## src/design/ea_gen_defs.vh

```
// Constants for the effective-address generator
`ifndef EA_GEN_DEFS_VH
`define EA_GEN_DEFS_VH
// Addressing modes presented by the decoder
`define MODE_POST_INC 3'h0
`define MODE_PRE_DEC 3'h1
`define MODE_SHORT_ABS 3'h2
`define MODE_LONG_ABS 3'h3
`define MODE_PC_REL 3'h4
`define MODE_MEM_IND 3'h5
`define MODE_BLOCK 3'h6
`define MODE_IMM 3'h7
// Instruction classes
`define CLS_BYTE_MOVE 3'h0
`define CLS_WORD_MOVE 3'h1
`define CLS_BIT_MANIP 3'h2
`define CLS_JUMP 3'h3
`define CLS_SUB_CALL 3'h4
`define CLS_BRANCH 3'h5
`define CLS_ADD_SUB_SMALL 3'h6
`define CLS_OTHER 3'h7
// Fixed values
`define SHORT_ABS_PAGE 8'hFF
`define STEP_BYTE 16'h0001
`define STEP_WORD 16'h0002
`define ADDR_RESET 16'h0000
`endif

```

## src/design/addr_adder.v

```verilog
// Combinational 16-bit address adder that adds or subtracts the step
`timescale 1ns/1ns
`default_nettype none
module addr_adder (
  input wire [15:0] base,
  input wire [15:0] step,
  input wire subtract,
  output wire [15:0] result
);
  // Two's complement subtract keeps one adder for both directions
  assign result = subtract ? (base - step) : (base + step);
endmodule // addr_adder
`default_nettype wire

```

## src/design/cpu_effective_address_generator.v

```verilog
// Effective-address generation and operand fetch sequencing
// Operation
// RQ1 - Post-increment: address, then add 1 or 2
// RQ2 - Pre-decrement: subtract 1 or 2, then address
// RQ3 - Software keeps word pointer even
// RQ4 - Short absolute forces upper byte to ones
// RQ5 - Short absolute only for byte/bit ops
// RQ6 - Long absolute for moves, jumps, calls
// RQ7 - Immediate from byte 2, or 3 and 4
// RQ8 - 16-bit immediate only for word moves
// RQ9 - Add/subtract small constant implies 1 or 2
// RQ10 - Bit number from byte 2 or 4
// RQ11 - Sign-extended displacement added to PC
// RQ12 - Software uses even displacements
// RQ13 - Memory indirect reads branch target word
// RQ14 - Block move: count, source, destination registers
// RQ15 - Software keeps destination below top address
// RQ16 - Block move steps pointers, decrements count
`timescale 1ns/1ns
`default_nettype none
`include "ea_gen_defs.vh"
module cpu_effective_address_generator (
  // Clock and reset
  input wire mclk,
  input wire rst_n,
  // Instruction decoder and register file
  input wire start,
  input wire [2:0] mode,
  input wire [2:0] instr_class,
  input wire [7:0] byte2,
  input wire [7:0] byte3,
  input wire [7:0] byte4,
  input wire imm_long,
  input wire small_const_two,
  input wire bit_from_byte4,
  input wire [15:0] pc,
  input wire [15:0] reg_value,
  input wire [15:0] block_count_reg,
  input wire [15:0] block_source_reg,
  input wire [15:0] block_dest_reg,
  // Memory bus answer
  input wire [15:0] mem_rdata,
  input wire mem_ack,
  // Memory request
  output reg [15:0] mem_addr,
  output reg [7:0] mem_wdata,
  output reg mem_req,
  output reg mem_we,
  output reg mem_word,
  // Address, operand and write-back results
  output reg [15:0] ea_out,
  output reg [15:0] imm_out,
  output reg [2:0] bit_num,
  output reg [15:0] reg_wb_value,
  output reg reg_wb,
  output reg [15:0] block_count_wb,
  output reg [15:0] block_source_wb,
  output reg [15:0] block_dest_wb,
  output reg block_wb,
  output reg done,
  output reg illegal
);
  // Sequencer states
  localparam ST_IDLE = 3'h0;
  localparam ST_IND = 3'h1;
  localparam ST_BLK_RD = 3'h2;
  localparam ST_BLK_WR = 3'h3;
  localparam ST_FIN = 3'h4;

  // Sequencer state and block-move working copies
  reg [2:0] state_q;
  reg [7:0] blk_cnt_q;
  reg [15:0] blk_src_q;
  reg [15:0] blk_dst_q;
  // Decode helpers
  wire is_word;
  wire [15:0] step;
  wire [15:0] step_sum;
  wire [15:0] pc_target;
  wire legal;

  // Decode whether an instruction class may use a mode
  function mode_legal;
    input [2:0] m;
    input [2:0] c;
    input il;
    begin
      case (m)
        `MODE_SHORT_ABS: mode_legal = (c == `CLS_BYTE_MOVE) ||
          (c == `CLS_BIT_MANIP); // [RQ5]
        `MODE_LONG_ABS: mode_legal = (c == `CLS_BYTE_MOVE) || (c == `CLS_WORD_MOVE) ||
          (c == `CLS_JUMP) || (c == `CLS_SUB_CALL); // [RQ6]
        `MODE_POST_INC, `MODE_PRE_DEC: mode_legal = (c == `CLS_BYTE_MOVE) ||
          (c == `CLS_WORD_MOVE);
        `MODE_PC_REL: mode_legal = (c == `CLS_BRANCH) || (c == `CLS_SUB_CALL);
        `MODE_MEM_IND: mode_legal = (c == `CLS_JUMP) || (c == `CLS_SUB_CALL);
        `MODE_IMM: mode_legal = !il || (c == `CLS_WORD_MOVE); // [RQ8]
        `MODE_BLOCK: mode_legal = 1'b1; // Block move has no class limit
        default: mode_legal = 1'b1;
      endcase
    end
  endfunction

  // Bit number comes from byte 2 or byte 4
  function [2:0] bit_select;
    input from4;
    input [7:0] b2;
    input [7:0] b4;
    begin
      bit_select = from4 ? b4[2:0] : b2[2:0]; // [RQ10]
    end
  endfunction

  // Short addresses always land in the top page
  function [15:0] top_page_addr;
    input [7:0] low;
    begin
      top_page_addr = {`SHORT_ABS_PAGE, low}; // [RQ4]
    end
  endfunction

  // Step size follows the transfer width
  assign is_word = (instr_class == `CLS_WORD_MOVE);
  assign step = is_word ? `STEP_WORD : `STEP_BYTE; // [RQ1] [RQ2]
  assign legal = mode_legal(mode, instr_class, imm_long);

  // Shared adder: post-increment adds, pre-decrement subtracts
  addr_adder u_step (
    .base(reg_value),
    .step(step),
    .subtract(mode == `MODE_PRE_DEC),
    .result(step_sum)
  );

  // Sign-extend the displacement before adding it to the PC
  assign pc_target = pc + {{8{byte2[7]}}, byte2}; // [RQ11]

  // Main sequencer; outputs are all registered
  always @(posedge mclk or negedge rst_n) begin
    if (!rst_n) begin
      // Every output starts cleared
      state_q <= ST_IDLE;
      blk_cnt_q <= 8'h00;
      blk_src_q <= `ADDR_RESET;
      blk_dst_q <= `ADDR_RESET;
      mem_addr <= `ADDR_RESET;
      mem_wdata <= 8'h00;
      mem_req <= 1'b0;
      mem_we <= 1'b0;
      mem_word <= 1'b0;
      ea_out <= `ADDR_RESET;
      imm_out <= 16'h0000;
      bit_num <= 3'h0;
      reg_wb_value <= `ADDR_RESET;
      reg_wb <= 1'b0;
      block_count_wb <= 16'h0000;
      block_source_wb <= `ADDR_RESET;
      block_dest_wb <= `ADDR_RESET;
      block_wb <= 1'b0;
      done <= 1'b0;
      illegal <= 1'b0;
    end else begin
      // Strobes last one cycle
      done <= 1'b0;
      reg_wb <= 1'b0;
      block_wb <= 1'b0;
      illegal <= 1'b0;
      case (state_q)
        ST_IDLE: begin
          // Only idle takes a request; starts while busy are dropped
          if (start) begin
            if (!legal) begin
              // Unsupported pairing is flagged, nothing issued
              illegal <= 1'b1;
              done <= 1'b1;
            end else begin
              case (mode)
                // Old value is the address, stepped value written back
                `MODE_POST_INC: begin
                  ea_out <= reg_value; // [RQ1]
                  reg_wb_value <= step_sum; // [RQ1]
                  reg_wb <= 1'b1;
                  done <= 1'b1;
                end
                // Stepped value is both address and write-back
                `MODE_PRE_DEC: begin
                  ea_out <= step_sum; // [RQ2]
                  reg_wb_value <= step_sum; // [RQ2]
                  reg_wb <= 1'b1;
                  done <= 1'b1;
                end
                // Top-page operand, bit number for bit operations
                `MODE_SHORT_ABS: begin
                  ea_out <= top_page_addr(byte2); // [RQ4]
                  bit_num <= bit_select(bit_from_byte4, byte2, byte4); // [RQ10]
                  done <= 1'b1;
                end
                // Full address from bytes 3 and 4
                `MODE_LONG_ABS: begin
                  ea_out <= {byte3, byte4}; // [RQ6]
                  bit_num <= bit_select(bit_from_byte4, byte2, byte4); // [RQ10]
                  done <= 1'b1;
                end
                // Branch target from the sign-extended offset
                `MODE_PC_REL: begin
                  ea_out <= pc_target; // [RQ11]
                  done <= 1'b1;
                end
                `MODE_MEM_IND: begin
                  // Fetch the target word from the top page
                  mem_addr <= top_page_addr(byte2); // [RQ13]
                  mem_req <= 1'b1;
                  mem_we <= 1'b0;
                  mem_word <= 1'b1;
                  state_q <= ST_IND;
                end
                // Latch the three block registers before moving
                `MODE_BLOCK: begin
                  blk_cnt_q <= block_count_reg[7:0]; // [RQ14]
                  blk_src_q <= block_source_reg; // [RQ14]
                  blk_dst_q <= block_dest_reg; // [RQ14]
                  state_q <= ST_BLK_RD;
                end
                default: begin
                  // Immediate forms
                  if (instr_class == `CLS_ADD_SUB_SMALL)
                    imm_out <= small_const_two ? `STEP_WORD : `STEP_BYTE; // [RQ9]
                  else if (imm_long)
                    imm_out <= {byte3, byte4}; // [RQ7] [RQ8]
                  else
                    imm_out <= {8'h00, byte2}; // [RQ7]
                  bit_num <= bit_select(bit_from_byte4, byte2, byte4); // [RQ10]
                  done <= 1'b1;
                end
              endcase
            end
          end
        end

        // Wait for the target word
        ST_IND: begin
          if (mem_ack) begin
            ea_out <= mem_rdata; // [RQ13]
            mem_req <= 1'b0;
            done <= 1'b1;
            state_q <= ST_IDLE;
          end
        end

        ST_BLK_RD: begin
          // Zero count moves nothing
          if (blk_cnt_q == 8'h00) begin
            state_q <= ST_FIN;
          end else if (mem_req && mem_ack) begin
            mem_wdata <= mem_rdata[7:0];
            mem_addr <= blk_dst_q; // [RQ14]
            mem_we <= 1'b1;
            state_q <= ST_BLK_WR;
          end else begin
            // Keep requesting until the ack arrives
            mem_addr <= blk_src_q; // [RQ14]
            mem_req <= 1'b1;
            mem_we <= 1'b0;
            mem_word <= 1'b0;
          end
        end

        // Write the byte just read
        ST_BLK_WR: begin
          if (mem_ack) begin
            // Pointers wrap silently; software keeps destination in range
            blk_src_q <= blk_src_q + `STEP_BYTE; // [RQ16]
            blk_dst_q <= blk_dst_q + `STEP_BYTE; // [RQ16]
            blk_cnt_q <= blk_cnt_q - 8'h01; // [RQ16]
            mem_req <= 1'b0;
            mem_we <= 1'b0;
            state_q <= ST_BLK_RD;
          end
        end

        ST_FIN: begin
          // Hand back updated registers once the count is exhausted
          block_count_wb <= {block_count_reg[15:8], blk_cnt_q};
          block_source_wb <= blk_src_q;
          block_dest_wb <= blk_dst_q;
          block_wb <= 1'b1; // [RQ16]
          done <= 1'b1;
          state_q <= ST_IDLE;
        end

        default: state_q <= ST_IDLE;
      endcase
    end
  end
endmodule // cpu_effective_address_generator
`default_nettype wire

```

## config.mk

```make
export PLATFORM = sky130hd
export DESIGN_NAME = cpu_effective_address_generator
export DESIGN_NICKNAME = d
export VERILOG_FILES = /design/src/design/addr_adder.v /design/src/design/cpu_effective_address_generator.v
export VERILOG_INCLUDE_DIRS = /design/src /design/src/design
export SDC_FILE = /design/constraint.sdc
export NUM_CORES = 1
export LEC_CHECK = 0
export ABC_AREA = 1
export BUFFER_PORTS_ARGS = -buffer_cell sky130_fd_sc_hd__buf_2
export CAP_MARGIN = 20
export CELL_PAD_IN_SITES_DETAIL_PLACEMENT = 0
export CELL_PAD_IN_SITES_GLOBAL_PLACEMENT = 1
export CORE_MARGIN = 1.5
export CORE_UTILIZATION = 39
export DETAILED_ROUTE_END_ITERATION = 8
export GPL_TIMING_DRIVEN = 0
export PLACE_DENSITY = 0.91
export SETUP_SLACK_MARGIN = 0.4
export SYNTH_ARGS = -nofsm -noshare
export SYNTH_HDL_FRONTEND = slang
export SYNTH_HIERARCHICAL = 1
export SYNTH_SLANG_ARGS = --single-unit
export TNS_END_PERCENT = 5
```

## constraint.sdc

```tcl
create_clock -name mclk -period 2.22 [get_ports mclk]
set_input_delay 0.111 -clock mclk [delete_from_list [all_inputs] [get_ports mclk]]
set_output_delay 0.111 -clock mclk [all_outputs]
set_load 0.02 [all_outputs]
```

==> impl_metrics.ini, run 1 <==
[sta]
fin_ws_ns = -0.355
fmax_mhz = 388
fin_worst_skew_ns = 0.0200
slew-limit-headroom_pct = 58.1
finalSetupTns_ns = -3.30
period_share_pct = 116
holdWs_ns = 0.0126
worst_pin_slew_ns = 0.628
drv_slew = 0
period_minus_slack_ns = 2.57
rsz0062_at_grt = true
hold_violations = 0
setup_viol = 14

[yosys]
yosysWarnings = 6
synth.ff_latch_count = 173
ys_types = 52
yosysTopAreaCellShare_pct = 39.0
avgSynthCellArea_um2 = 6.92
synth.most_common_cell = nand2_1
ys_top_cells_by_count = nand2_1, dfrtp_1, inv_1, o21ai_0, nor2_1
syn_inst = 1605
ys_seq_area_share_pct = 39.0
synth_flop_cell = dfrtp_1
yosysTopAreaCell = dfrtp_1
synth_edf_count = 0
synthTopCellsByArea = dfrtp_1, nand2_1, o21ai_0
syn_area_um2 = 11100
ys_async_sr_fraction_pct = 100

[routing]
viasPerCell = 5.13
wl_met1_um = 18300
drc = 0
drt_iter0_drc = 1021
routed.top_layer = met5
dr.pass1.iters = 5
vias = 12400
wl_per_cell_um = 17.0
route.met3.wl_um = 2670
postRouteAntennaNets = 0
routed_wl_um = 41100
wl_met2_um = 18700

[layout]
synthToLayoutAreaGrowth_pct = 38.8
drive_gt1_share_pct = 26.9
finalNetCount = 2188
fin_util_pct = 55.2
design_area_um2 = 15400
layout.cells.non_filler = 2414

[clock_network]
clkSinkCount = 173
cts_htree_levels = 4
worstSkewPairLatency_ns = 0.44
cts_buffers = 17
clockRootBuffer = clkbuf_16
clockBufferDepth = 2
cts_tree = done
clkTransAtPathRegs_ns = 0.08

[critical_path]
critPathTopFamily = simple AND/OR/NAND/NOR gates
rr_worst_depth = 9
cp_num_buf_inv = 7
crit_path_frequent_cell = nand2_1
slowest_stage = ha_4
worst_r2r_endpoint = ea_out[2]
worst_setup_path_end_kind = flip-flop
arrival_ns = 2.91
critPathMaxStageDelay_ns = 0.23
r2r_start = state_q[0]
worstSetupPathType = primary input to flip-flop
r2r_setup_slack_ns = 0.25
cp-start-kind = primary input
worstPathMaxFanout = 4
worstPathRequired_ns = 2.56

[power]
power.total_mw = 17.5
power_leakage_nw = 8.04
irDropWorstVdd_mv = 0.666
cellPowerDensity_nw_per_um2 = 1130

[status]
violations = negative setup slack
status = complete, but fails checks

[die]
die_y_um = 172
row_count = 61
initial_core_util_pct = 39.8
floorplan.die_area_um2 = 29500
io_pins = 263
core_area_um2 = 27900
die_w_um = 172

[min_path]
hp-start = block_dest_reg[2]
hp-class = primary input to flip-flop
holdPathEnd = blk_dst_q[2]
min_path_cells = 3

[placement]
port_buffers = 260
hpwl_um = 31300
place_inst = 2283
post_dp_cell_area_um2 = 13300
gp_routability_congestion = 0.958
dp_slack_ns = -1.05

[global_routing]
grt_pass1_wl_um = 62400
antenna_found_initial = 6
grt.overflow.total = 0
track_usage_pct = 27.7
grt_pass1_vias = 11600
grt_max_degree = 109

[flow_run]
drv_cap = 0
==> report_power, final <==
| part | internal (mW) | switching (mW) |
|---|---|---|
| Sequential | 4.52 | 1.10 |
| Combinational | 2.98 | 5.72 |
| Clock | 1.56 | 1.62 |
==> cell usage in the layout, fill, tap and decap left out, types with 5 or more instances in the layout <==
cell           Yosys  final
dlygate4sd3_1      0     64
ha_4               0     11
buf_4              0     30
o21ai_0          139    130
dfrtp_2            0      6
or2_2              6      5
nand2_2            5     39
o211ai_1          18     18
inv_1            170    158
buf_2             19    268
nand3_2            3     13
nor2_2             5     11
dfrtp_1          173    167
nand2_1          548    505
o21ai_1           42     43
inv_6              0      5
nand2_4            1      9
inv_2             14     22
xor2_1            25     23
diode_2            0      5
a21oi_2            1      6
clkbuf_2           0      6
xnor2_1            7      6
conb_1             1     40
nand4_1           16     16
clkbuf_16          0     17
o21ai_2            1      9
nor2_4             4     14
a221oi_2           0      8
a21oi_1           78     70
clkbuf_1          33     15
nor2_1           101     85
clkinv_8           0      7
clkbuf_4           0      9
ha_1              35     23
nand3_1           78     67
buf_6              1     14
o22ai_1           10     10
nor3_1            23     16
nor3_2             2      6
==> state kept, by name, summed over array words and instances (netlist names), 8 cells and up <==
| signal | count |
|---|---|
| blk_dst_q | 16 |
| blk_cnt_q | 8 |
| block_count_wb | 16 |
| block_source_wb | 16 |
| block_dest_wb | 16 |
| mem_addr | 16 |
| imm_out | 16 |
| mem_wdata | 8 |
| blk_src_q | 16 |
| ea_out | 16 |
| reg_wb_value | 16 |
==> worst max path at each step <==
stage               slack (ns)  cells past startpoint                to            from
floorplan                -0.22                     25        ea_out[13]         mode[1]
global placement         -1.75                      1  reg_wb_value[15]           rst_n
detailed placement       -1.05                     27        ea_out[11]  instr_class[1]
CTS                      -0.24                     27        ea_out[11]  instr_class[1]
global route             -0.46                     28        ea_out[13]  instr_class[1]
finish                   -0.35                     28        ea_out[13]  instr_class[1]
==> worst min-delay path, stage by stage <==
cell and delay, ns:
buf_2 0.12, o211ai_1 0.10, o21ai_0 0.08
==> area by class of cell <==
cell class / count / area, um^2
clock inverters: 15 / 206
repair buffers: 355 / 2240
inverters: 185 / 709
diodes: 5 / 12.5
flip-flops and latches: 173 / 4340
plain buffers: 54 / 338
well taps: 378 / 473
clock buffers: 17 / 425
fillers: 2693 / 12500
multi-input cells: 1232 / 6690
==> what timing repair did <==
action                                 CTS  global route
buffers inserted                        22             8
setup endpoints to repair              140           142
pin swaps                               66            74
endpoints found under the hold margin  133             1
gates resized for setup                 99           122
hold buffers                            63             1
==> layer usage <==
layer,global-route usage [%],up-vias
met1,38.3,5796
met5,0,-
met2,43.6,485
met4,11.2,2
li1,-,6017
met3,3.84,83
==> kinds of logic (layout without fill, tap and decap cells) <==
logic type                 after synthesis  in the layout  share of synthesized area, %
DFF                                    173            173                          39.0
muxes                                    1              1                        0.0901
AOI/OAI and AO/OA                      316            316                          15.7
xor gates and xnor gates                32             32                          2.52
adders and majority gates               37             37                          4.30
buffers and inverters                  239            626                          8.36
and+or+nand+nor                        806            806                          30.1
other                                    1             45                        0.0338
No activity file was read; power rests on OpenSTA's default activity.
==> run 2: changes to the inputs <==
--- a/config.mk
+++ b/config.mk
@@ -12,13 +12,13 @@
 export CELL_PAD_IN_SITES_DETAIL_PLACEMENT = 0
 export CELL_PAD_IN_SITES_GLOBAL_PLACEMENT = 1
 export CORE_MARGIN = 1.5
-export CORE_UTILIZATION = 39
+export CORE_UTILIZATION = 30
 export DETAILED_ROUTE_END_ITERATION = 8
-export GPL_TIMING_DRIVEN = 0
-export PLACE_DENSITY = 0.91
+export GPL_TIMING_DRIVEN = 1
+export PLACE_DENSITY = 0.75
 export SETUP_SLACK_MARGIN = 0.4
 export SYNTH_ARGS = -nofsm -noshare
 export SYNTH_HDL_FRONTEND = slang
 export SYNTH_HIERARCHICAL = 1
 export SYNTH_SLANG_ARGS = --single-unit
-export TNS_END_PERCENT = 5
+export TNS_END_PERCENT = 100
==> impl_metrics.ini, run 2 (synthesized netlist as in run 1, its figures left out) <==
[routing]
dr.pass1.iters = 5
routed_wl_um = 42400
wl_per_cell_um = 16.6
drc = 0
vias = 12300
drt_iter0_drc = 661
viasPerCell = 4.79
postRouteAntennaNets = 0

[global_routing]
grtUsageMet3_pct = 3.26
track_usage_pct = 22.1
use_met2_pct = 36.1
grt_pass1_wl_um = 65300
use_met1_pct = 30.3
busiest_layer = met2
antenna_found_initial = 6
grt.overflow.total = 0
grt_pass1_vias = 11600
grt_max_degree = 58

[layout]
synthToLayoutAreaGrowth_pct = 46.1
design_area_um2 = 16200
fin_util_pct = 44.4
drive_gt1_share_pct = 30.1
multi_input_area_um2 = 6780
n_fill_cell = 3653
finalNetCount = 2244
layout_common_cells = nand2_1, buf_2, dfrtp_1
layout_commonest_cell = nand2_1
seq_area_um2 = 4340

[sta]
hold_violations = 0
period_share_pct = 111
holdWs_ns = 0.0140
period_minus_slack_ns = 2.47
rsz0062_at_grt = true
fmax_mhz = 404
drv_slew = 0
setup_viol = 14
worst_pin_slew_ns = 0.550
slew-limit-headroom_pct = 63.3
fin_worst_skew_ns = 0.0196
fin_ws_ns = -0.254

[critical_path]
cp-start-kind = primary input
worstSetupPathType = primary input to flip-flop
worstPathRequired_ns = 2.57
arrival_ns = 2.82
rr_worst_depth = 10
worst_setup_path_end_kind = flip-flop
worstPathMaxFanout = 4

[status]
violations = negative setup slack
status = complete, but fails checks

[clock_network]
cts_htree_levels = 4
clkSinkCount = 173
clkTransAtPathRegs_ns = 0.08
clockRootBuffer = clkbuf_16
cts_buffers = 17
clockBufferDepth = 2
worstSkewPairLatency_ns = 0.46
cts_tree = done

[die]
die_w_um = 195
floorplan.die_area_um2 = 38200
core_area_um2 = 36500
row_count = 70
initial_core_util_pct = 30.4
die_y_um = 195
io_pins = 263

[flow_run]
drv_cap = 0

[placement]
post_dp_cell_area_um2 = 13900
port_buffers = 262
hpwl_um = 32300
gp_routability_congestion = 0.881
dp_slack_ns = -0.771

[power]
power_leakage_nw = 8.43
irDropWorstVdd_mv = 0.606
cellPowerDensity_nw_per_um2 = 1100
power.total_mw = 17.8

[min_path]
hp-class = primary input to flip-flop
min_path_cells = 3
[run 2: cell type report]
type	instances	share of cell area (%)
inverter	185	4.41
timing repair buffer	465	19.7
tap	468	3.61
antenna	5	0.0771
clock buffer	21	2.84
multi-input combinational	1232	41.8
clock inverter	11	0.886
sequential	173	26.7
[run 2: layer usage]
metal | routed length [um] | vias up
met5 | 24 | -
met4 | 977 | 4
met3 | 2040 | 56
met2 | 19800 | 307
met1 | 19600 | 5786
li1 | - | 6114
[run 2: metrics by stage]
stage          TNS [ns]  std cells
2_1_floorplan     -1.66       1644
6_report          -2.28       2560
4_1_cts           -1.07       2537
5_1_grt           -4.74       2559
3_5_place_dp     -12.11       2412
3_3_place_gp     -10.93       2412
[run 2: power by group]
group	switching, mW	leakage [nW]	internal [mW]
registers	1.05	2.17	4.52
clock network	1.47	0.298	1.76
logic	5.72	5.96	3.29
[run 2: worst max-delay path, cell delays in order]
cell and delay [ns]:
buf_8 0.10, inv_4 0.05, nand2_4 0.05, nor2_4 0.18, inv_2 0.08, buf_4 0.14
buf_6 0.10, buf_6 0.10, buf_6 0.10, nand2_2 0.04, o21ai_1 0.06, buf_4 0.16
fa_2 0.36, nand3_2 0.09, nand2_4 0.07, nand2_2 0.08, nand2_4 0.06, xor2_1 0.15
inv_2 0.09, o21ai_1 0.07, nor3_1 0.13, nand2_1 0.14, o21ai_2 0.10, o21ai_0 0.09
nand2_1 0.07, nand2_1 0.05
[run 2: worst paths after layout]
check / slack, ns / endpoint / start
min in group asynchronous: 0.16 / block_source_wb[11] / rst_n
max in group asynchronous: 1.33 / reg_wb_value[3] / rst_n
setup / recovery: -0.25 / ea_out[6] / instr_class[1]
hold / removal: 0.01 / blk_dst_q[7] / block_dest_reg[7]
setup reg to reg: 0.35 / ea_out[4] / state_q[0]
hold reg to reg: 0.47 / mem_wdata[2] / mem_wdata[2]
[run 2: what timing repair did]
item | 4_1_cts | 5_1_grt
buffers inserted | 22 | 17
cloned | 0 | 1
hold buffers | 71 | 0
setup endpoints to repair | 71 | 119
resized for setup | 76 | 114
hold endpoints to repair | 159 | 0
pin swaps | 65 | 76
==> run 3: changes to the inputs <==
--- a/config.mk
+++ b/config.mk
@@ -12,10 +12,10 @@
 export CELL_PAD_IN_SITES_DETAIL_PLACEMENT = 0
 export CELL_PAD_IN_SITES_GLOBAL_PLACEMENT = 1
 export CORE_MARGIN = 1.5
-export CORE_UTILIZATION = 30
+export CORE_UTILIZATION = 39
 export DETAILED_ROUTE_END_ITERATION = 8
 export GPL_TIMING_DRIVEN = 1
-export PLACE_DENSITY = 0.75
+export PLACE_DENSITY = 0.91
 export SETUP_SLACK_MARGIN = 0.4
 export SYNTH_ARGS = -nofsm -noshare
 export SYNTH_HDL_FRONTEND = slang
==> impl_metrics.ini, run 3 (synthesized netlist as in run 1, its figures left out) <==
[routing]
vias = 12600
wl_per_cell_um = 17.0
routed_wl_um = 42000
dr.pass1.iters = 5
postRouteAntennaNets = 0
drc = 0
drt_iter0_drc = 1010
viasPerCell = 5.11

[die]
row_count = 61
initial_core_util_pct = 39.8
core_area_um2 = 27900
floorplan.die_area_um2 = 29500
die_y_um = 172
die_w_um = 172
io_pins = 263

[clock_network]
cts_tree = done
worstSkewPairLatency_ns = 0.45
clkSinkCount = 173
cts_htree_levels = 4
clockBufferDepth = 2
clockRootBuffer = clkbuf_16
cts_buffers = 17
clkTransAtPathRegs_ns = 0.07

[sta]
setup_viol = 11
fin_ws_ns = -0.206
holdWs_ns = 0.0103
worst_pin_slew_ns = 0.596
fin_worst_skew_ns = 0.0148
slew-limit-headroom_pct = 60.3
period_share_pct = 109
period_minus_slack_ns = 2.43
rsz0062_at_grt = true
fmax_mhz = 412
hold_violations = 0
drv_slew = 0

[critical_path]
worstPathMaxFanout = 3
slowest_stage = ha_4
arrival_ns = 2.76
cp-start-kind = primary input
worstPathRequired_ns = 2.56
worst_r2r_endpoint = blk_src_q[14]
r2r_setup_slack_ns = 0.44
critPathMaxStageDelay_ns = 0.24
crit_start = instr_class[1]
r2r_start = blk_src_q[1]
worst_setup_path_end_kind = flip-flop
worstSetupPathType = primary input to flip-flop
rr_worst_depth = 7

[global_routing]
grt.overflow.total = 0
grt_max_degree = 105
track_usage_pct = 27.6
grt_pass1_wl_um = 62600
antenna_found_initial = 4
grt_pass1_vias = 11500

[placement]
gp_routability_congestion = 0.892
hpwl_um = 30800
port_buffers = 262

[layout]
layout_commonest_cell = nand2_1
seq_area_um2 = 4340
multi_input_area_um2 = 6990
drive_gt1_share_pct = 31.5
fin_util_pct = 58.5
synthToLayoutAreaGrowth_pct = 47.1
layout_common_cells = nand2_1, buf_2, dfrtp_1
n_fill_cell = 2619
finalNetCount = 2242

[power]
irDropWorstVdd_mv = 0.688
cellPowerDensity_nw_per_um2 = 1110
power_leakage_nw = 8.48

[min_path]
min_path_cells = 3
holdPathEnd = blk_dst_q[7]
hp-class = primary input to flip-flop
hp-start = block_dest_reg[7]

[flow_run]
drv_cap = 0

[status]
violations = negative setup slack
status = complete, but fails checks
## run 3: cell types whose count changed in the layout (fill, tap and decap cells not counted), moves of 6 or more
cell	change
dlygate4sd3_1	-9
nor2_2	+6
nor2_1	-6
nand2_2	-7
buf_6	+7
## run 3: through the flow
step	power [mW]	worst slack, ns	setup TNS, ns	cells	cell area (um^2)
final	18.1	-0.206	-1.59	2467	16300
after global routing	19.3	-0.344	-3.33	2466	16300
after CTS	17.0	-0.187	-0.869	2432	15400
after detailed placement	13.6	-0.903	-13.49	2329	13800
after global placement	13.4	-0.881	-12.93	2329	13800
after floorplan	10.5	-0.216	-1.66	1644	11500
## run 3: final cells by class
cell class	instances	share of cell area [%]
inverter	185	4.42
antenna	4	0.0612
multi-input combinational	1232	42.8
sequential	173	26.5
clock buffer	19	2.71
tap	378	2.89
timing repair buffer	463	19.7
clock inverter	13	0.934
## run 3: worst max-delay path by stage
stage | cells past startpoint | slack (ns) | to
finish | 29 | -0.21 | ea_out[15]
global route | 29 | -0.34 | ea_out[15]
CTS | 27 | -0.19 | ea_out[7]
detailed placement | 24 | -0.90 | ea_out[14]
global placement | 24 | -0.88 | ea_out[14]
floorplan | 25 | -0.22 | ea_out[13]
## run 3: critical path, delay by kind of cell
family / cells / cell delay, ns
simple gates: 15 / 0.94
buf+inv: 8 / 0.78
compound gates: 3 / 0.45
fa+ha+maj: 2 / 0.39
xor+xnor: 1 / 0.08
## run 3: where the power goes
group	internal, mW	switching (mW)
Combinational	3.54	5.89
Clock	1.63	1.50
Sequential	4.52	1.04
## run 3: timing repair
item | in CTS | in global routing
pin swaps | 40 | 82
hold buffers | 61 | 1
endpoints found under the setup margin | 81 | 126
resized for setup | 71 | 167
hold endpoints to repair | 237 | 1
setup buffers | 9 | 26
gates cloned | 1 | 4
## run 3: routing by layer
layer  vias up  wire, um  track usage (%)
met1      5952     18900             38.2
met2       466     19600             43.5
met3        76      2490             4.33
met5         -         0                0
li1       6107         -                -
met4         0      1080             9.91
